$ cat src/shared/dfcs_defines.svh
// constants for the data-flash command sequencer
// assumes a 32-bit axi4-lite register bus and a word-wide flash array port
`ifndef DFCS_DEFINES_SVH
`define DFCS_DEFINES_SVH

// ============================================================
// register byte offsets
`define DFCS_CONFIG_OFS 8'h00
`define DFCS_ERRCFG_OFS 8'h04
`define DFCS_STATUS_OFS 8'h08
`define DFCS_ERRSTAT_OFS 8'h0C
`define DFCS_INDEX_OFS 8'h10
`define DFCS_PARAM_OFS 8'h14
`define DFCS_PROT_OFS 8'h18
`define DFCS_MODE_OFS 8'h1C

// ============================================================
// field positions
`define DFCS_CMDIE_BIT 7
`define DFCS_DBL_BIT 1
`define DFCS_SGL_BIT 0
`define DFCS_CMPL_BIT 7
`define DFCS_AERR_BIT 5
`define DFCS_PVIOL_BIT 4
`define DFCS_MGANY_BIT 1
`define DFCS_MGUNC_BIT 0

// ============================================================
// command codes and indices
`define DFCS_CMD_EVSEC 8'h10
`define DFCS_CMD_PROG 8'h11
`define DFCS_CMD_ERSEC 8'h12
`define DFCS_IDX_EVSEC 3'h2
`define DFCS_IDX_PMIN 3'h2
`define DFCS_IDX_PMAX 3'h5
`define DFCS_IDX_ERSEC 3'h1

// ============================================================
// reset values and timing
`define DFCS_INIT_CYCLES 16'h0040
`define DFCS_ERASED_WORD 16'hFFFF
`define DFCS_RESP_OKAY 2'h0
`define DFCS_RESP_SLVERR 2'h2

`endif

$ cat src/shared/dfcs_pkg.sv
// types shared by the data-flash command sequencer
// assumes dfcs_defines.svh carries the numbers
package dfcs_pkg;

  typedef enum logic [2:0] {
    DFCS_INIT,
    DFCS_IDLE,
    DFCS_CHECK,
    DFCS_ERASE,
    DFCS_WRITE,
    DFCS_VERIFY,
    DFCS_DONE
  } dfcs_state_e;

  typedef logic [15:0] dfcs_word_t;

endpackage : dfcs_pkg

$ cat src/hdl/dfcs_axil_slave.sv
// axi4-lite register port of the sequencer
// assumes one aclk domain; one write and one read outstanding at most
`timescale 1ns/1ns
`default_nettype none
`include "dfcs_defines.svh"

module dfcs_axil_slave (
  // clock and reset
  input wire logic aclk,
  input wire logic aresetn,
  // write channels
  input wire logic [7:0] awaddr,
  input wire logic awvalid,
  output logic awready,
  input wire logic [31:0] wdata,
  input wire logic [3:0] wstrb,
  input wire logic wvalid,
  output logic wready,
  output logic [1:0] bresp,
  output logic bvalid,
  input wire logic bready,
  // read channels
  input wire logic [7:0] araddr,
  input wire logic arvalid,
  output logic arready,
  output logic [31:0] rdata,
  output logic [1:0] rresp,
  output logic rvalid,
  input wire logic rready,
  // register side
  output logic wr_stb,
  output logic [7:0] wr_addr,
  output logic [31:0] wr_data,
  output logic [3:0] wr_strb,
  output logic [7:0] rd_addr,
  input wire logic [31:0] rd_data,
  input wire logic rd_hit,
  input wire logic wr_hit
);

  logic aw_held;
  logic w_held;
  logic [7:0] aw_q;
  logic [31:0] w_q;
  logic [3:0] s_q;

  // ============================================================
  // write path: address and data in either order
  always_ff @(posedge aclk) begin
    if (!aresetn) begin
      aw_held <= 1'b0;
      w_held <= 1'b0;
      aw_q <= 8'h00;
      w_q <= 32'h00000000;
      s_q <= 4'h0;
    end else begin
      if (awvalid && awready) begin
        aw_held <= 1'b1;
        aw_q <= awaddr;
      end
      if (wvalid && wready) begin
        w_held <= 1'b1;
        w_q <= wdata;
        s_q <= wstrb;
      end
      if (aw_held && w_held) begin
        aw_held <= 1'b0;
        w_held <= 1'b0;
      end
    end
  end

  assign awready = !aw_held && !bvalid && aresetn;
  assign wready = !w_held && !bvalid && aresetn;
  assign wr_stb = aw_held && w_held;
  assign wr_addr = aw_q;
  assign wr_data = w_q;
  assign wr_strb = s_q;

  always_ff @(posedge aclk) begin
    if (!aresetn) begin
      bvalid <= 1'b0;
      bresp <= `DFCS_RESP_OKAY;
    end else if (wr_stb) begin
      bvalid <= 1'b1;
      bresp <= wr_hit ? `DFCS_RESP_OKAY : `DFCS_RESP_SLVERR;
    end else if (bready) begin
      bvalid <= 1'b0;
    end
  end

  // ============================================================
  // read path: one cycle from address to data
  assign arready = !rvalid && aresetn;
  assign rd_addr = araddr;

  always_ff @(posedge aclk) begin
    if (!aresetn) begin
      rvalid <= 1'b0;
      rdata <= 32'h00000000;
      rresp <= `DFCS_RESP_OKAY;
    end else if (arvalid && arready) begin
      rvalid <= 1'b1;
      rdata <= rd_hit ? rd_data : 32'h00000000;
      rresp <= rd_hit ? `DFCS_RESP_OKAY : `DFCS_RESP_SLVERR;
    end else if (rready) begin
      rvalid <= 1'b0;
    end
  end

endmodule : dfcs_axil_slave

`default_nettype wire

$ cat src/hdl/dfcs_sequencer.sv
// data-flash command sequencer, top level
// assumes a word-wide flash array with one-cycle read, write and erase strobes
`timescale 1ns/1ns
`default_nettype none
`include "dfcs_defines.svh"

module dfcs_sequencer #(
  parameter int ADDR_W = 16,
  parameter logic [15:0] BLOCK_BASE = 16'h0000,
  parameter logic [15:0] BLOCK_WORDS = 16'h1000,
  parameter logic [15:0] SECTOR_WORDS = 16'h0080,
  parameter logic [6:0] BLOCK_SEL = 7'h10
) (
  // clock and reset
  input wire logic aclk,
  input wire logic aresetn,
  // axi4-lite
  input wire logic [7:0] s_axi_awaddr,
  input wire logic s_axi_awvalid,
  output logic s_axi_awready,
  input wire logic [31:0] s_axi_wdata,
  input wire logic [3:0] s_axi_wstrb,
  input wire logic s_axi_wvalid,
  output logic s_axi_wready,
  output logic [1:0] s_axi_bresp,
  output logic s_axi_bvalid,
  input wire logic s_axi_bready,
  input wire logic [7:0] s_axi_araddr,
  input wire logic s_axi_arvalid,
  output logic s_axi_arready,
  output logic [31:0] s_axi_rdata,
  output logic [1:0] s_axi_rresp,
  output logic s_axi_rvalid,
  input wire logic s_axi_rready,
  // flash array
  output logic [ADDR_W-1:0] array_addr,
  output logic array_rd,
  output logic array_wr,
  output logic array_erase,
  output logic [15:0] array_wdata,
  input wire logic [15:0] array_rdata,
  input wire logic array_ecc_single,
  input wire logic array_ecc_double,
  // power modes and interrupts
  input wire logic stop_req,
  output logic stop_ack,
  output logic cmd_irq,
  output logic err_irq
);
  import dfcs_pkg::*;

  dfcs_state_e state;
  logic wr_stb;
  logic [7:0] wr_addr;
  logic [31:0] wr_data;
  logic [3:0] wr_strb;
  logic [7:0] rd_addr;
  logic [31:0] rd_data;
  logic rd_hit;
  logic wr_hit;
  logic [2:0] param_index;
  dfcs_word_t command_param_word [0:5];
  logic command_complete_flag;
  logic command_complete_irq_enable;
  logic double_fault_irq_enable;
  logic single_fault_irq_enable;
  logic access_error_flag;
  logic protection_violation_flag;
  logic margin_status_any;
  logic margin_status_uncorrectable;
  logic double_fault_flag;
  logic single_fault_flag;
  logic [15:0] prot_lo;
  logic [15:0] prot_hi;
  logic cmd_allowed;
  logic [15:0] init_cnt;
  logic [15:0] cur;
  logic [15:0] last;
  logic [1:0] wsel;
  logic rd_pend;
  logic launch;
  logic fault_acc;
  logic fault_prot;
  logic [16:0] span_end;
  logic [16:0] next_span_end;
  logic [15:0] start;
  logic [15:0] sec_base;

  // ============================================================
  // bus slave
  dfcs_axil_slave u_bus (
    .aclk(aclk),
    .aresetn(aresetn),
    .awaddr(s_axi_awaddr),
    .awvalid(s_axi_awvalid),
    .awready(s_axi_awready),
    .wdata(s_axi_wdata),
    .wstrb(s_axi_wstrb),
    .wvalid(s_axi_wvalid),
    .wready(s_axi_wready),
    .bresp(s_axi_bresp),
    .bvalid(s_axi_bvalid),
    .bready(s_axi_bready),
    .araddr(s_axi_araddr),
    .arvalid(s_axi_arvalid),
    .arready(s_axi_arready),
    .rdata(s_axi_rdata),
    .rresp(s_axi_rresp),
    .rvalid(s_axi_rvalid),
    .rready(s_axi_rready),
    .wr_stb(wr_stb),
    .wr_addr(wr_addr),
    .wr_data(wr_data),
    .wr_strb(wr_strb),
    .rd_addr(rd_addr),
    .rd_data(rd_data),
    .rd_hit(rd_hit),
    .wr_hit(wr_hit)
  );

  assign wr_hit = (wr_addr[1:0] == 2'h0) && (wr_addr <= `DFCS_MODE_OFS);

  // writing 1 to the complete bit launches, as if clearing the flag
  assign launch = wr_stb && wr_strb[0] && (wr_addr == `DFCS_STATUS_OFS) &&
                  wr_data[`DFCS_CMPL_BIT] && command_complete_flag &&
                  state == DFCS_IDLE;

  // ============================================================
  // read mux
  always_comb begin
    rd_hit = 1'b1;
    rd_data = 32'h00000000;
    case (rd_addr)
      `DFCS_CONFIG_OFS: rd_data[`DFCS_CMDIE_BIT] = command_complete_irq_enable;
      `DFCS_ERRCFG_OFS: begin
        rd_data[`DFCS_DBL_BIT] = double_fault_irq_enable;
        rd_data[`DFCS_SGL_BIT] = single_fault_irq_enable;
      end
      `DFCS_STATUS_OFS: begin
        rd_data[`DFCS_CMPL_BIT] = command_complete_flag;
        rd_data[`DFCS_AERR_BIT] = access_error_flag;
        rd_data[`DFCS_PVIOL_BIT] = protection_violation_flag;
        rd_data[`DFCS_MGANY_BIT] = margin_status_any;
        rd_data[`DFCS_MGUNC_BIT] = margin_status_uncorrectable;
      end
      `DFCS_ERRSTAT_OFS: begin
        rd_data[`DFCS_DBL_BIT] = double_fault_flag;
        rd_data[`DFCS_SGL_BIT] = single_fault_flag;
      end
      `DFCS_INDEX_OFS: rd_data[2:0] = param_index;
      `DFCS_PARAM_OFS: rd_data[15:0] = (param_index <= 3'h5) ?
                         command_param_word[param_index] : 16'h0000;
      `DFCS_PROT_OFS: rd_data = {prot_hi, prot_lo};
      `DFCS_MODE_OFS: rd_data[0] = cmd_allowed;
      default: rd_hit = 1'b0;
    endcase
  end

  // ============================================================
  // configuration registers
  always_ff @(posedge aclk) begin
    if (!aresetn) begin
      command_complete_irq_enable <= 1'b0;
      double_fault_irq_enable <= 1'b0;
      single_fault_irq_enable <= 1'b0;
      prot_lo <= 16'hFFFF;
      prot_hi <= 16'hFFFF;
      cmd_allowed <= 1'b1;
    end else if (wr_stb && wr_strb[0]) begin
      case (wr_addr)
        `DFCS_CONFIG_OFS:
          command_complete_irq_enable <= wr_data[`DFCS_CMDIE_BIT];
        `DFCS_ERRCFG_OFS: begin
          double_fault_irq_enable <= wr_data[`DFCS_DBL_BIT];
          single_fault_irq_enable <= wr_data[`DFCS_SGL_BIT];
        end
        `DFCS_PROT_OFS: begin
          prot_lo <= wr_data[15:0];
          prot_hi <= wr_data[31:16];
        end
        `DFCS_MODE_OFS: cmd_allowed <= wr_data[0];
        default: ;
      endcase
    end
  end

  // ============================================================
  // index and parameter words, locked while a command or init runs
  always_ff @(posedge aclk) begin
    if (!aresetn) begin
      param_index <= 3'h0;
      for (int i = 0; i < 6; i++) command_param_word[i] <= 16'h0000;
    end else if (wr_stb && command_complete_flag) begin
      if (wr_addr == `DFCS_INDEX_OFS && wr_strb[0])
        param_index <= wr_data[2:0];
      if (wr_addr == `DFCS_PARAM_OFS && param_index <= 3'h5) begin
        if (wr_strb[0]) command_param_word[param_index][7:0] <= wr_data[7:0];
        if (wr_strb[1])
          command_param_word[param_index][15:8] <= wr_data[15:8];
      end
    end
  end

  // ============================================================
  // launch checks
  assign start = command_param_word[1];
  assign sec_base = start & ~(SECTOR_WORDS - 16'h0001);

  always_comb begin
    fault_acc = 1'b0;
    fault_prot = 1'b0;
    next_span_end = {1'b0, start};
    case (command_param_word[0][15:8])
      `DFCS_CMD_EVSEC: begin
        fault_acc = param_index != `DFCS_IDX_EVSEC;
        // count is in words, addresses step by two
        next_span_end = {1'b0, start} + {command_param_word[2], 1'b0};
        fault_acc = fault_acc || command_param_word[2] == 16'h0000;
      end
      `DFCS_CMD_PROG: begin
        fault_acc = param_index < `DFCS_IDX_PMIN ||
                    param_index > `DFCS_IDX_PMAX;
        next_span_end = {1'b0, start} +
                        {13'h0000, param_index - 3'h1, 1'b0};
      end
      `DFCS_CMD_ERSEC: begin
        fault_acc = param_index != `DFCS_IDX_ERSEC;
        next_span_end = {1'b0, sec_base} + {SECTOR_WORDS, 1'b0};
      end
      default: fault_acc = 1'b1;
    endcase
    fault_acc = fault_acc || !cmd_allowed || start[0] ||
                command_param_word[0][6:0] != BLOCK_SEL ||
                start < BLOCK_BASE;
    // range
    if (next_span_end > {1'b0, BLOCK_BASE} + {BLOCK_WORDS, 1'b0})
      fault_acc = 1'b1;
    if (command_param_word[0][15:8] != `DFCS_CMD_EVSEC &&
        !(start < prot_lo || start > prot_hi))
      fault_prot = 1'b1;
  end

  // ============================================================
  // command engine; reset drops any command at once
  always_ff @(posedge aclk) begin
    if (!aresetn) begin
      state <= DFCS_INIT;
      init_cnt <= 16'h0000;
      command_complete_flag <= 1'b0;
      access_error_flag <= 1'b0;
      protection_violation_flag <= 1'b0;
      margin_status_any <= 1'b0;
      margin_status_uncorrectable <= 1'b0;
      cur <= 16'h0000;
      last <= 16'h0000;
      wsel <= 2'h0;
      rd_pend <= 1'b0;
      span_end <= 17'h00000;
      array_addr <= '0;
      array_rd <= 1'b0;
      array_wr <= 1'b0;
      array_erase <= 1'b0;
      array_wdata <= 16'h0000;
    end else begin
      array_rd <= 1'b0;
      array_wr <= 1'b0;
      array_erase <= 1'b0;
      case (state)
        DFCS_INIT: begin
          init_cnt <= init_cnt + 16'h0001;
          if (init_cnt == `DFCS_INIT_CYCLES) begin
            command_complete_flag <= 1'b1;
            state <= DFCS_IDLE;
          end
        end
        DFCS_IDLE: begin
          if (wr_stb && wr_addr == `DFCS_STATUS_OFS && wr_strb[0] &&
              command_complete_flag) begin
            // errors clear by writing one
            if (wr_data[`DFCS_AERR_BIT]) access_error_flag <= 1'b0;
            if (wr_data[`DFCS_PVIOL_BIT])
              protection_violation_flag <= 1'b0;
          end
          if (launch && !access_error_flag && !protection_violation_flag) begin
            command_complete_flag <= 1'b0;
            margin_status_any <= 1'b0;
            margin_status_uncorrectable <= 1'b0;
            state <= DFCS_CHECK;
          end
        end
        DFCS_CHECK: begin
          span_end <= next_span_end;
          wsel <= 2'h0;
          rd_pend <= 1'b0;
          if (fault_acc) begin
            access_error_flag <= 1'b1;
            state <= DFCS_DONE;
          end else if (fault_prot) begin
            protection_violation_flag <= 1'b1;
            state <= DFCS_DONE;
          end else if (command_param_word[0][15:8] == `DFCS_CMD_ERSEC) begin
            cur <= sec_base;
            last <= sec_base;
            state <= DFCS_ERASE;
          end else if (command_param_word[0][15:8] == `DFCS_CMD_PROG) begin
            cur <= start;
            last <= start;
            state <= DFCS_WRITE;
          end else begin
            cur <= start;
            last <= start;
            state <= DFCS_VERIFY;
          end
        end
        DFCS_ERASE: begin
          array_erase <= 1'b1;
          array_addr <= cur[ADDR_W-1:0];
          state <= DFCS_VERIFY;
        end
        DFCS_WRITE: begin
          array_wr <= 1'b1;
          array_addr <= cur[ADDR_W-1:0];
          array_wdata <= command_param_word[3'h2 + {1'b0, wsel}];
          cur <= cur + 16'h0002;
          wsel <= wsel + 2'h1;
          if ({1'b0, cur} + 17'h00002 >= span_end) begin
            cur <= last;
            wsel <= 2'h0;
            state <= DFCS_VERIFY;
          end
        end
        DFCS_VERIFY: begin
          // one read in flight; compare on the following cycle
          if (rd_pend) begin
            rd_pend <= 1'b0;
            if (array_ecc_single || array_ecc_double ||
                array_rdata != ((command_param_word[0][15:8] ==
                `DFCS_CMD_PROG) ? command_param_word[3'h2 + {1'b0, wsel}]
                : `DFCS_ERASED_WORD))
              margin_status_any <= 1'b1;
            if (array_ecc_double) margin_status_uncorrectable <= 1'b1;
            cur <= cur + 16'h0002;
            wsel <= wsel + 2'h1;
            if ({1'b0, cur} + 17'h00002 >= span_end) state <= DFCS_DONE;
          end else begin
            array_rd <= 1'b1;
            array_addr <= cur[ADDR_W-1:0];
            rd_pend <= 1'b1;
          end
        end
        DFCS_DONE: begin
          command_complete_flag <= 1'b1;
          state <= DFCS_IDLE;
        end
        default: state <= DFCS_IDLE;
      endcase
    end
  end

  // ============================================================
  // ecc fault flags; set beats a write-one clear
  always_ff @(posedge aclk) begin
    if (!aresetn) begin
      double_fault_flag <= 1'b0;
      single_fault_flag <= 1'b0;
    end else begin
      if (wr_stb && wr_strb[0] && wr_addr == `DFCS_ERRSTAT_OFS) begin
        if (wr_data[`DFCS_DBL_BIT]) double_fault_flag <= 1'b0;
        if (wr_data[`DFCS_SGL_BIT]) single_fault_flag <= 1'b0;
      end
      if (rd_pend && array_ecc_double) double_fault_flag <= 1'b1;
      if (rd_pend && array_ecc_single) single_fault_flag <= 1'b1;
    end
  end

  // ============================================================
  // interrupt levels and stop handshake; wait mode has no input here
  // since the engine never looks at it, which keeps commands running
  always_ff @(posedge aclk) begin
    if (!aresetn) begin
      cmd_irq <= 1'b0;
      err_irq <= 1'b0;
      stop_ack <= 1'b0;
    end else begin
      cmd_irq <= command_complete_flag &&
                 command_complete_irq_enable;
      err_irq <= (double_fault_flag && double_fault_irq_enable) ||
                 (single_fault_flag && single_fault_irq_enable);
      stop_ack <= stop_req && command_complete_flag &&
                  state == DFCS_IDLE && !launch;
    end
  end

endmodule : dfcs_sequencer

`default_nettype wire

$ cat config.mk
export PLATFORM = sky130hd
export DESIGN_NAME = dfcs_sequencer
export DESIGN_NICKNAME = d
export VERILOG_FILES = /design/src/shared/dfcs_pkg.sv /design/src/hdl/dfcs_axil_slave.sv /design/src/hdl/dfcs_sequencer.sv
export VERILOG_INCLUDE_DIRS = /design/src /design/src/shared
export SDC_FILE = /design/constraint.sdc
export NUM_CORES = 1
export LEC_CHECK = 0
export ABC_AREA = 1
export BUFFER_PORTS_ARGS = -buffer_cell sky130_fd_sc_hd__buf_2
export CORE_MARGIN = 2
export CORE_UTILIZATION = 30
export DETAILED_ROUTE_END_ITERATION = 8
export MAX_ROUTING_LAYER = met4
export SKIP_LAST_GASP = 1
export SYNTH_ARGS = -nofsm -noshare
export SYNTH_HDL_FRONTEND = slang
export SYNTH_SLANG_ARGS = --single-unit
export TNS_END_PERCENT = 20
$ cat constraint.sdc
create_clock -name aclk -period 9.95 [get_ports aclk]
set_input_delay 0 -clock aclk [delete_from_list [all_inputs] [get_ports aclk]]
set_output_delay 0 -clock aclk [all_outputs]
set_load 0.05 [all_outputs]
==> reports/results.tsv, run 1 <==
stage	metric	value	unit
status	outcome	finished clean	
timing	Fmax achieved	207	MHz
routing	Post-Route WL	62.2	mm
finish	final core occ	36.0	%
cts	Root Driver	clkbuf_16	
timing	post-route minimum period	4.83	ns
timing	RSZ-0062 raised after global routing	false	
routing	1st-iter DRT viols	1558	
global_routing	number of global-route vias before repair	16000	
cts	Resized Gates After CTS	0	
placed_design	Post-DP HPWL	45.3	mm
timing	hold_ws	0.0274	ns
synthesis	number of flops mapped to enable cells by yosys	128	
floorplanning	Die Y-Extent	253	um
routing	DR top layer	met4	
floorplanning	# IOs	157	
worst_setup_path	Worst Path Arrival	5.32	ns
worst_setup_path	crit path launch	command_param_word[0][12]	
worst_hold_path	worst hold start	s_axi_araddr[3]	
placed_design	I/O Buffers	152	
worst_setup_path	reg-to-reg startpoint	command_param_word[0][12]	
timing	Final Hold Viols	0	
routing	Vias/cell	4.96	
routing	DRC errors left	0	
finish	P&R area growth vs syn	18.8	%
synthesis	Distinct cells, synth	60	
synthesis	Syn. warnings	0	
pwr	Overall Power	4520	uW
worst_hold_path	Hold Crit Class	in -> reg	
global_routing	initial antenna violation count	4	
pwr	static leakage	0.00921	uW
synthesis	synthesized instance count	2381	
worst_setup_path	Crit Path Max Fanout	32	
placed_design	Final GP Congestion	0.876	
timing	normalized max-slew margin	26.6	%
worst_setup_path	critical path class	reg -> reg	
finish	fin nets	2692	
cts	Num CTS Buffers	42	
global_routing	total gr overflow	0	
floorplanning	Die W	253	um
timing	Setup TNS	0	ns
global_routing	Total GRT Usage	19.6	%
timing	clk_skew	0.0164	ns
floorplanning	full die area	64200	um2
worst_setup_path	Reg2Reg Setup Slack	5.12	ns
cts	CTS tree	yes	
synthesis	Main synth FF type	dfxtp_1	
synthesis	FFs w/ async S/R, synth	0	%
timing	setup violators final	0	
routing	routed len/inst	18.2	um
pwr	P per Cell Area	204	nW/um2
cts	Setup Fix Bufs, Post-CTS	0	
worst_setup_path	CP Launch Type	flip-flop	
routing	vias	16900	
cts	clock sink count	366	
floorplanning	Core Footprint	61600	um2
routing	M1 WL	26.7	mm
synthesis	Mapped Avg Cell Area	7.84	um2
flow_run	Max Cap Viol	0	
synthesis	synthesized flop and latch total	366	
routing	drt pass-1 iters	5	
floorplanning	Initial Utilization	30.3	%
cts	H-Tree Level Count	2	
synthesis	Seq/Total Area, Yosys	46.1	%
timing	max-slew violations	0	
routing	met3 wire len	3.87	mm
finish	share of cells above drive strength 1	11.0	%
worst_setup_path	crit end category	flip-flop	
synthesis	mapped cell area	18700	um2
cts	Clock Path Buffers	3	
finish	final non-filler cell total	3416	
global_routing	first-pass GRT wire length	93.6	mm
global_routing	largest net degree at the start of global routing	73	
floorplanning	FP Rows	91	
routing	Post-DRT Antenna Nets	0	
timing	Slew @ Worst Pin	1.10	ns
worst_setup_path	worst path required time	10.44	ns
routing	met2 wire length	29.5	mm
cts	clk_lat worst skew	0.57	ns
placed_design	Post-Place Cells	3276	
cts	Worst-path clk slew	0.06	ns
timing	Tcrit/Tclk final	48.6	%
pwr	maximum VDD drop	112	uV
synthesized netlist by cell type, types with 2 or more instances:
cell | instances | area share (%)
nor2_2 | 7 | 0.23
o21a_1 | 5 | 0.20
nor3_1 | 26 | 0.70
o211ai_1 | 68 | 2.7
clkinv_1 | 6 | 0.12
o21ai_0 | 249 | 6.7
o22ai_1 | 16 | 0.54
dfxtp_1 | 238 | 26
o2111ai_1 | 3 | 0.14
nand2_1 | 343 | 6.9
buf_4 | 6 | 0.24
nand2_2 | 8 | 0.27
a21oi_2 | 4 | 0.19
o221ai_1 | 25 | 1.2
o31ai_1 | 16 | 0.64
nand3_1 | 109 | 2.9
buf_1 | 7 | 0.14
nor2_4 | 3 | 0.18
inv_1 | 274 | 5.5
a21boi_0 | 6 | 0.24
nand4_1 | 35 | 1.2
nor4_1 | 7 | 0.23
a22oi_1 | 7 | 0.28
a21o_1 | 2 | 0.080
nand3b_1 | 7 | 0.28
nor2_1 | 323 | 6.5
o21bai_1 | 3 | 0.12
a21oi_1 | 205 | 5.5
xor2_1 | 12 | 0.56
a32oi_1 | 3 | 0.14
a211oi_1 | 3 | 0.12
nand2_4 | 5 | 0.30
edfxtp_1 | 128 | 21
clkinv_4 | 2 | 0.094
ha_1 | 70 | 4.7
o21ai_1 | 5 | 0.13
xnor2_1 | 4 | 0.19
inv_2 | 14 | 0.28
clkbuf_1 | 88 | 1.8
buf_2 | 9 | 0.24
a31oi_1 | 7 | 0.23
nor3b_1 | 5 | 0.20
area by class of cell:
type                       count  area, um2
inverter                     296       1120
sequential                   366       8610
timing repair buffer         229       1500
multi-input combinational   1608       8480
fill                        6414      39400
clock inverter                12        150
antenna                        4       10.0
tap                          837       1050
clock buffer                  64       1270
worst max-delay path, stage by stage (launching register included):
cell and delay [ns]:
edfxtp_1 0.42, nand2_2 0.15, nor2_8 0.07, nand3_1 0.07, buf_4 0.23, inv_1 0.51, o21ai_0 0.57, inv_1 0.14
fa_1 0.46, inv_1 0.07, nand3_1 0.08, nand2_2 0.11, nand2_1 0.07, nand2_1 0.09, nand2_1 0.07, nand2_1 0.08
nand2_1 0.07, nand2_1 0.06, nand2_1 0.05, nand3_1 0.11, nand2_1 0.10, nor2_2 0.15, nand3_4 0.12, nor2_4 0.56
o21ai_0 0.16, a21oi_1 0.17
final timing paths:
kind	end	cells after the start
worst max register to register	last[12]	25
worst min register to register	u_bus.wr_data[18]	2
worst min-delay path	u_bus.rdata[2]	6
worst max-delay path	last[12]	25
timing repair:
action                                 CTS  global route
endpoints found under the hold margin   89             0
hold buffers                            60             0
setup endpoints to repair                0             0
stage by stage:
step,instance area (um2),worst slack (ns)
after floorplan,18700,6.52
after global placement,20200,5.30
after detailed placement,20200,5.19
after CTS,22200,5.17
after global routing,22200,4.64
final,22200,5.12
cells in the final DEF, fill, tap and decap left out, drive strengths merged, types with 5 or more instances in the layout:
cell type | netlist | routed
nand3b | 7 | 7
clkbuf | 89 | 64
buf | 23 | 169
a21oi | 209 | 209
dfxtp | 238 | 238
xor2 | 12 | 12
nand2 | 356 | 356
nor3 | 26 | 26
dlygate4sd3 | 0 | 60
nor3b | 5 | 5
clkinv | 8 | 13
inv | 288 | 290
ha | 70 | 70
o22ai | 16 | 16
o31ai | 16 | 16
a22oi | 7 | 7
a21boi | 6 | 6
o211ai | 68 | 68
nand4 | 35 | 35
nor4 | 8 | 8
o21ai | 255 | 255
edfxtp | 128 | 128
o21a | 5 | 5
a31oi | 7 | 7
nor2 | 334 | 334
nand3 | 110 | 110
o221ai | 25 | 25
state kept, by name, summed over array words and instances, names as in the netlist, 8 cells and up, named ones only:
register and cells:
array_addr 16, array_wdata 16, command_param_word 128, cur 16, init_cnt 16, last 16
prot_hi 16, prot_lo 16, span_end 17, u_bus.rdata 32, u_bus.wr_addr 8, u_bus.wr_data 32
power breakdown:
part / switching, uW / total (uW) / internal, uW
clock network: 642 / 1600 / 960
registers: 79.9 / 1740 / 1660
logic: 859 / 1170 / 316
kinds of logic after synthesis:
logic type / synth area share, %
mux: 0.0536
buf+inv: 8.51
other cells: 0.0201
simple gates: 20.3
compound gates: 19.4
fa+ha+maj: 4.80
flops: 46.1
xor+xnor: 0.751
per-layer routing:
metal	track usage (%)	up-vias
li1	-	8427
met1	24.3	7910
met2	31.9	519
met3	3.36	87
met4	7.19	0
met5	-	-
Note: power is estimated with default switching activity, not from simulation.
==> run 2, diff against run 1 <==
==> constraint.sdc (replaced) <==
create_clock -name aclk -period 4.97 [get_ports aclk]
set_input_delay 0 -clock aclk [delete_from_list [all_inputs] [get_ports aclk]]
set_output_delay 0 -clock aclk [all_outputs]
set_load 0.05 [all_outputs]
==> run 2 against run 1 <==
Compared with the run above:
- clock skew up 0.0056 ns
- sequential power up 100%
- critical path depth decreased by 2
- utilization decreased by 0.21 points
- combinational power grew 110%
- die area is the same
- global-route usage increased by 0.40 points
- via count up 1.2%
- hold slack better by 0.0057 ns
- maximum frequency rose by 13%
- highest routed layer unchanged
==> reports/results.tsv, run 2 (synthesized netlist as in run 1, its figures left out) <==
stage	metric	value	unit
pwr	P_sw	3180	uW
worst_setup_path	CP Launch Type	flip-flop	
worst_setup_path	critical path class	reg -> reg	
cts	Setup Fix Bufs, Post-CTS	0	
cts	cts hold-fix bufs	62	
worst_hold_path	worst hold start	s_axi_araddr[2]	
finish	largest register by flop count	command_param_word	
placed_design	Final GP Congestion	0.923	
cts	Worst-path clk slew	0.06	ns
worst_setup_path	reg-to-reg startpoint	cur[1]	
timing	normalized max-slew margin	23.2	%
global_routing	number of global-route vias before repair	16400	
worst_setup_path	crit end category	flip-flop	
global_routing	first-pass GRT wire length	95.2	mm
worst_setup_path	Crit path top cell by count	inv_1	
pwr	clock power share	32.9	%
floorplanning	# IOs	157	
routing	vias	17100	
placed_design	I/O Buffers	152	
worst_setup_path	worst path required time	5.44	ns
worst_setup_path	Slowest-stage cell, CP	dfxtp_1	
finish	Filler Cells Inserted	6453	
pwr	P per Cell Area	398	nW/um2
status	outcome	finished clean	
routing	routed len/inst	18.5	um
timing	clk_skew	0.0220	ns
pwr	Overall Power	8770	uW
finish	share of cells above drive strength 1	10.9	%
timing	Fmax achieved	235	MHz
routing	Post-Route WL	63.4	mm
pwr	static leakage	0.00915	uW
pwr	Internal Power	5590	uW
cts	Root Driver	clkbuf_16	
routing	drt pass-1 iters	6	
pwr	maximum VDD drop	206	uV
timing	Tcrit/Tclk final	85.7	%
floorplanning	full die area	64200	um2
floorplanning	Die Y-Extent	253	um
floorplanning	Core Footprint	61600	um2
placed_design	Post-DP HPWL	46.1	mm
timing	Slew @ Worst Pin	1.14	ns
worst_hold_path	hold path depth	6	
routing	Vias/cell	5.01	
worst_setup_path	Crit Reg-Reg Endpoint	cur[2]	
worst_setup_path	Largest delay share family, worst path	simple AND/OR/NAND/NOR gates	
global_routing	Total GRT Usage	20.0	%
global_routing	initial antenna violation count	4	
finish	Largest register FFs	128	
timing	setup violators final	0	
pwr	Seq pwr share	39.8	%
cts	CTS tree	yes	
timing	Final Hold Viols	0	
pwr	logic gate share of total power	27.4	%
flow_run	Max Cap Viol	0	
worst_setup_path	worst path bufs/invs	5	
timing	Setup TNS	0	ns
global_routing	largest net degree at the start of global routing	66	
floorplanning	FP Rows	91	
timing	max-slew violations	0	
cts	Num CTS Buffers	41	
cts	Resized Gates After CTS	0	
floorplanning	Die W	253	um
pwr	switch share	36.2	%
timing	post-route minimum period	4.26	ns
finish	fin nets	2696	
worst_hold_path	Worst Hold End	u_bus.rdata[2]	
cts	clk_lat worst skew	0.57	ns
finish	leading cell type in the layout, fill and taps excluded	nand2_1	
worst_setup_path	Reg2Reg Setup Slack	0.71	ns
routing	Post-DRT Antenna Nets	0	
worst_hold_path	Hold Crit Class	in -> reg	
worst_setup_path	CP max stage delay	0.42	ns
finish	commonest cells after routing, fill and taps aside	340 x nand2_1, 323 x nor2_1, 273 x inv_1	
routing	DRC errors left	0	
timing	RSZ-0062 raised after global routing	false	
cts	Clock Path Buffers	3	
global_routing	total gr overflow	0	
finish	P&R area growth vs syn	18.1	%
worst_setup_path	Reg2Reg Depth	23	
cts	H-Tree Level Count	2	
routing	1st-iter DRT viols	1544	
worst_setup_path	Worst Path Arrival	4.73	ns
floorplanning	Initial Utilization	30.3	%
cts	clock sink count	366	
worst_setup_path	Crit Path Max Fanout	16	
worst_setup_path	crit path cell chain	ha_1 > nand4_1 > nor2_1 > inv_1 > nor2_1 > inv_1 > nor2_1 > nand3_1 > xor2_1 > inv_1 > ha_1 > inv_1 > nor3_1 > nor3b_1 > nand3b_1 > nand3_1 > inv_1 > nand2_1 > nand2_1 > a21oi_1 > o211ai_1 > nand2_1 > nor2_1	
-- run 2: cell types whose count changed in the layout (fill, tap and decap cells not counted), sizes merged --
cell,change
buf,+3
bufinv,-3
clkbuf,-7
clkinv,+7
diode,+2
dlygate4sd3,+2
inv,+1
-- run 2: power by group through the flow --
stage	sequential (uW)	combinational (uW)	clock [uW]
2_1_floorplan	3840	1360	0
3_3_place_gp	3550	2320	0
3_5_place_dp	3550	2330	0
4_1_cts	3490	2380	2950
5_1_grt	3510	2640	3040
6_report	3490	2400	2880
-- run 2: through the flow --
| stage | setup WS [ns] | cell area [um2] | hold WS (ns) | instances | utilization [%] |
|---|---|---|---|---|---|
| 6_report | 0.710 | 22000 | 0.0330 | 3421 | 35.8 |
| 5_1_grt | 0.223 | 22000 | 0.0746 | 3419 | 35.8 |
| 4_1_cts | 0.753 | 22000 | 0.00906 | 3415 | 35.8 |
| 3_5_place_dp | 0.782 | 20200 | 0.209 | 3279 | 32.8 |
| 3_3_place_gp | 0.869 | 20200 | 0.210 | 3279 | 32.8 |
| 2_1_floorplan | 1.54 | 18700 | 0.111 | 2382 | - |
-- run 2: worst reg2reg max path, stage by stage, from the launching register on --
cell      delay, ns
dfxtp_1        0.42
ha_1           0.24
nand4_1        0.13
nor2_1         0.12
inv_1          0.07
nor2_1         0.13
inv_1          0.07
nor2_1         0.20
nand3_1        0.12
xor2_1         0.27
inv_1          0.08
ha_1           0.30
inv_1          0.04
nor3_1         0.22
nor3b_1        0.36
nand3b_1       0.12
nand3_1        0.33
inv_1          0.34
nand2_1        0.14
nand2_1        0.05
a21oi_1        0.13
o211ai_1       0.13
nand2_1        0.10
nor2_1         0.04
-- run 2: area by class of cell --
type                       instances  area, um2  share of cell area, %
sequential                       366       8610                   39.0
multi-input combinational       1608       8480                   38.5
timing repair buffer             234       1540                   6.97
clock buffer                      57       1150                   5.21
inverter                         296       1120                   5.08
tap                              837       1050                   4.75
clock inverter                    17       91.3                  0.414
antenna                            6       15.0                 0.0681
-- run 2: how the worst max path moves through the flow --
| stage | startpoint | to | slack [ns] | cells after the start |
|---|---|---|---|---|
| after CTS | cur[1] | cur[2] | 0.75 | 23 |
| final | cur[1] | cur[2] | 0.71 | 23 |
| after floorplan | cur[1] | cur[3] | 1.54 | 22 |
| after global placement | cur[1] | cur[2] | 0.87 | 23 |
| after global routing | cur[1] | cur[3] | 0.22 | 20 |
| after detailed placement | cur[1] | cur[2] | 0.78 | 23 |
-- run 2: layer usage --
layer,global-route usage [%],share of wire (%),up-vias
li1,-,-,8431
met2,31.6,46,478
met5,-,0,-
met3,4.41,6.7,136
met1,24.4,43,8098
met4,8.71,4.6,0
==> run 3, diff against run 2 <==
--- a/config.mk
+++ b/config.mk
@@ -15,5 +15,6 @@
 export SKIP_LAST_GASP = 1
 export SYNTH_ARGS = -nofsm -noshare
 export SYNTH_HDL_FRONTEND = slang
+export SYNTH_HIERARCHICAL = 1
 export SYNTH_SLANG_ARGS = --single-unit
 export TNS_END_PERCENT = 20
==> run 3 against run 2 <==
Compared with the run above:
- hold slack better by 0.0062 ns
- global-route usage down 0.81 points
- utilization down 0.14 points
- clock skew down 0.0078 ns
- first-iteration DRC count up 4.7%
- clock power up 7.3%
- critical endpoint is now cur[1]
- largest power group unchanged
- highest routed layer unchanged
==> reports/results.tsv, run 3 <==
stage	metric	value	unit
status	outcome	finished clean	
timing	Slew @ Worst Pin	1.11	ns
floorplanning	full die area	69000	um2
routing	Post-DRT Antenna Nets	0	
synthesis	Mapped Avg Cell Area	7.30	um2
cts	Worst-path clk slew	0.06	ns
cts	Clock Path Buffers	3	
synthesis	Syn. warnings	6	
finish	leading cell type in the layout, fill and taps excluded	nand2_1	
finish	share of cells above drive strength 1	9.88	%
finish	P&R area growth vs syn	17.1	%
pwr	static leakage	0.0108	uW
worst_setup_path	Reg2Reg Setup Slack	0.69	ns
timing	final worst slack	0.694	ns
worst_setup_path	Crit Reg-Reg Endpoint	cur[1]	
global_routing	initial antenna violation count	3	
floorplanning	Die Y-Extent	263	um
finish	largest register by flop count	command_param_word	
cts	Num CTS Buffers	41	
flow_run	Max Cap Viol	0	
floorplanning	# IOs	157	
worst_setup_path	Largest delay share family, worst path	simple AND/OR/NAND/NOR gates	
placed_design	Final GP Congestion	0.927	
timing	setup violators final	0	
worst_setup_path	reg-to-reg startpoint	param_index[1]	
timing	max-slew violations	0	
worst_setup_path	crit path cell chain	buf_4 > clkinv_1 > ha_1 > o21ai_0 > inv_1 > fa_1 > inv_1 > nand3_1 > nand2_1 > nand3b_1 > nand2_1 > nand4_1 > nand2_1 > nor2_1 > o21ai_0 > nand2_1 > nand3_2 > nand2_2 > nand3_2 > buf_4 > nand2_1 > nand2_1 > nor2_1	
pwr	maximum VDD drop	192	uV
cts	clock sink count	366	
cts	H-Tree Level Count	2	
routing	DRC errors left	0	
worst_setup_path	Slowest-stage cell, CP	fa_1	
timing	Tcrit/Tclk final	86.0	%
global_routing	Total GRT Usage	19.2	%
timing	normalized max-slew margin	25.8	%
cts	clk_lat worst skew	0.57	ns
worst_setup_path	Crit Path Max Fanout	29	
placed_design	placed cell area	21500	um2
floorplanning	Initial Utilization	30.4	%
worst_setup_path	worst path required time	5.40	ns
finish	fin nets	3043	
global_routing	number of global-route vias before repair	17700	
floorplanning	Die W	263	um
placed_design	pre-CTS setup slack	0.738	ns
worst_hold_path	Worst Hold End	u_bus/wr_data[20]	
routing	Post-Route WL	65.9	mm
finish	Largest register FFs	128	
worst_setup_path	worst path bufs/invs	5	
worst_setup_path	Worst Path Arrival	4.70	ns
routing	1st-iter DRT viols	1617	
timing	clk_skew	0.0143	ns
global_routing	total gr overflow	0	
timing	RSZ-0062 raised after global routing	false	
worst_setup_path	crit end category	flip-flop	
cts	CTS tree	yes	
floorplanning	FP Rows	94	
finish	fin area	23500	um2
worst_hold_path	Hold Crit Class	in -> reg	
worst_setup_path	CP Launch Type	flip-flop	
timing	Final Hold Viols	0	
synthesis	mapped cell area	20100	um2
placed_design	Post-DP HPWL	47.4	mm
finish	commonest cells after routing, fill and taps aside	481 x nand2_1, 421 x inv_1, 397 x nor2_1	
routing	Vias/cell	4.92	
routing	vias	18600	
floorplanning	Core Footprint	66000	um2
worst_setup_path	CP Depth	23	
worst_setup_path	Reg2Reg Depth	23	
global_routing	first-pass GRT wire length	101	mm
placed_design	Post-Place Cells	3649	
worst_hold_path	worst hold start	s_axi_wvalid	
worst_setup_path	critical path class	reg -> reg	
worst_setup_path	Crit path top cell by count	nand2_1	
placed_design	I/O Buffers	152	
finish	final non-filler cell total	3789	
timing	Fmax achieved	234	MHz
global_routing	largest net degree at the start of global routing	134	
timing	post-route minimum period	4.28	ns
routing	drt pass-1 iters	5	
cts	Root Driver	clkbuf_16	
pwr	P per Cell Area	288	nW/um2
worst_setup_path	CP max stage delay	0.46	ns
routing	routed len/inst	17.4	um
synthesis	synthesized instance count	2750	
timing	Setup TNS	0	ns
worst_hold_path	hold path depth	4	
run 3: through the flow:
stage          utilization [%]  power, uW  hold WS (ns)
6_report                  35.7       6770        0.0392
5_1_grt                   35.7       7000         0.118
4_1_cts                   35.6       6830        0.0210
3_5_place_dp              32.6       3710         0.198
3_3_place_gp              32.6       3710         0.194
2_1_floorplan                -       3550         0.106
run 3: what timing repair did:
action                     4_1_cts  5_1_grt
resized for setup                0        0
hold endpoints to repair       108        0
hold buffers                    66        0
setup endpoints to repair        0        0
setup buffers                    0        0
run 3: tightest hold or removal path, stage by stage:
cell and delay, ns:
buf_2 0.28, nand4_1 0.17, nand2_1 0.05, nor2_1 0.07
run 3: worst max-delay path by stage:
stage / slack (ns) / end / startpoint
floorplan: 1.31 / cur[5] / command_param_word[0][13]
CTS: 0.73 / cur[1] / param_index[0]
global placement: 0.82 / cur[1] / command_param_word[0][13]
finish: 0.69 / cur[1] / param_index[1]
detailed placement: 0.74 / cur[1] / param_index[0]
global route: 0.24 / cur[4] / cur[1]
run 3: layout make-up:
cell class                 count  area [um2]
antenna                        1        2.50
inverter                     431        1620
sequential                   366        8610
multi-input combinational   1810        9230
tap                          864        1080
clock inverter                 9        83.8
fill                        6874       42500
clock buffer                  64        1270
timing repair buffer         244        1640
run 3: layer usage:
metal / track usage, % / vias up / routed length (um)
met1: 23.8 / 8592 / 28700
met2: 30.8 / 567 / 30000
met5: - / - / 0
li1: - / 9350 / -
met3: 3.43 / 124 / 4410
met4: 7.69 / 0 / 2750
run 3: where the power goes:
part / total (uW) / internal [uW] / switching (uW) / leakage [uW]
Sequential: 3200 / 3150 / 52.9 / 0.00328
Combinational: 488 / 165 / 323 / 0.00691
Clock: 3090 / 1810 / 1280 / 0.000660
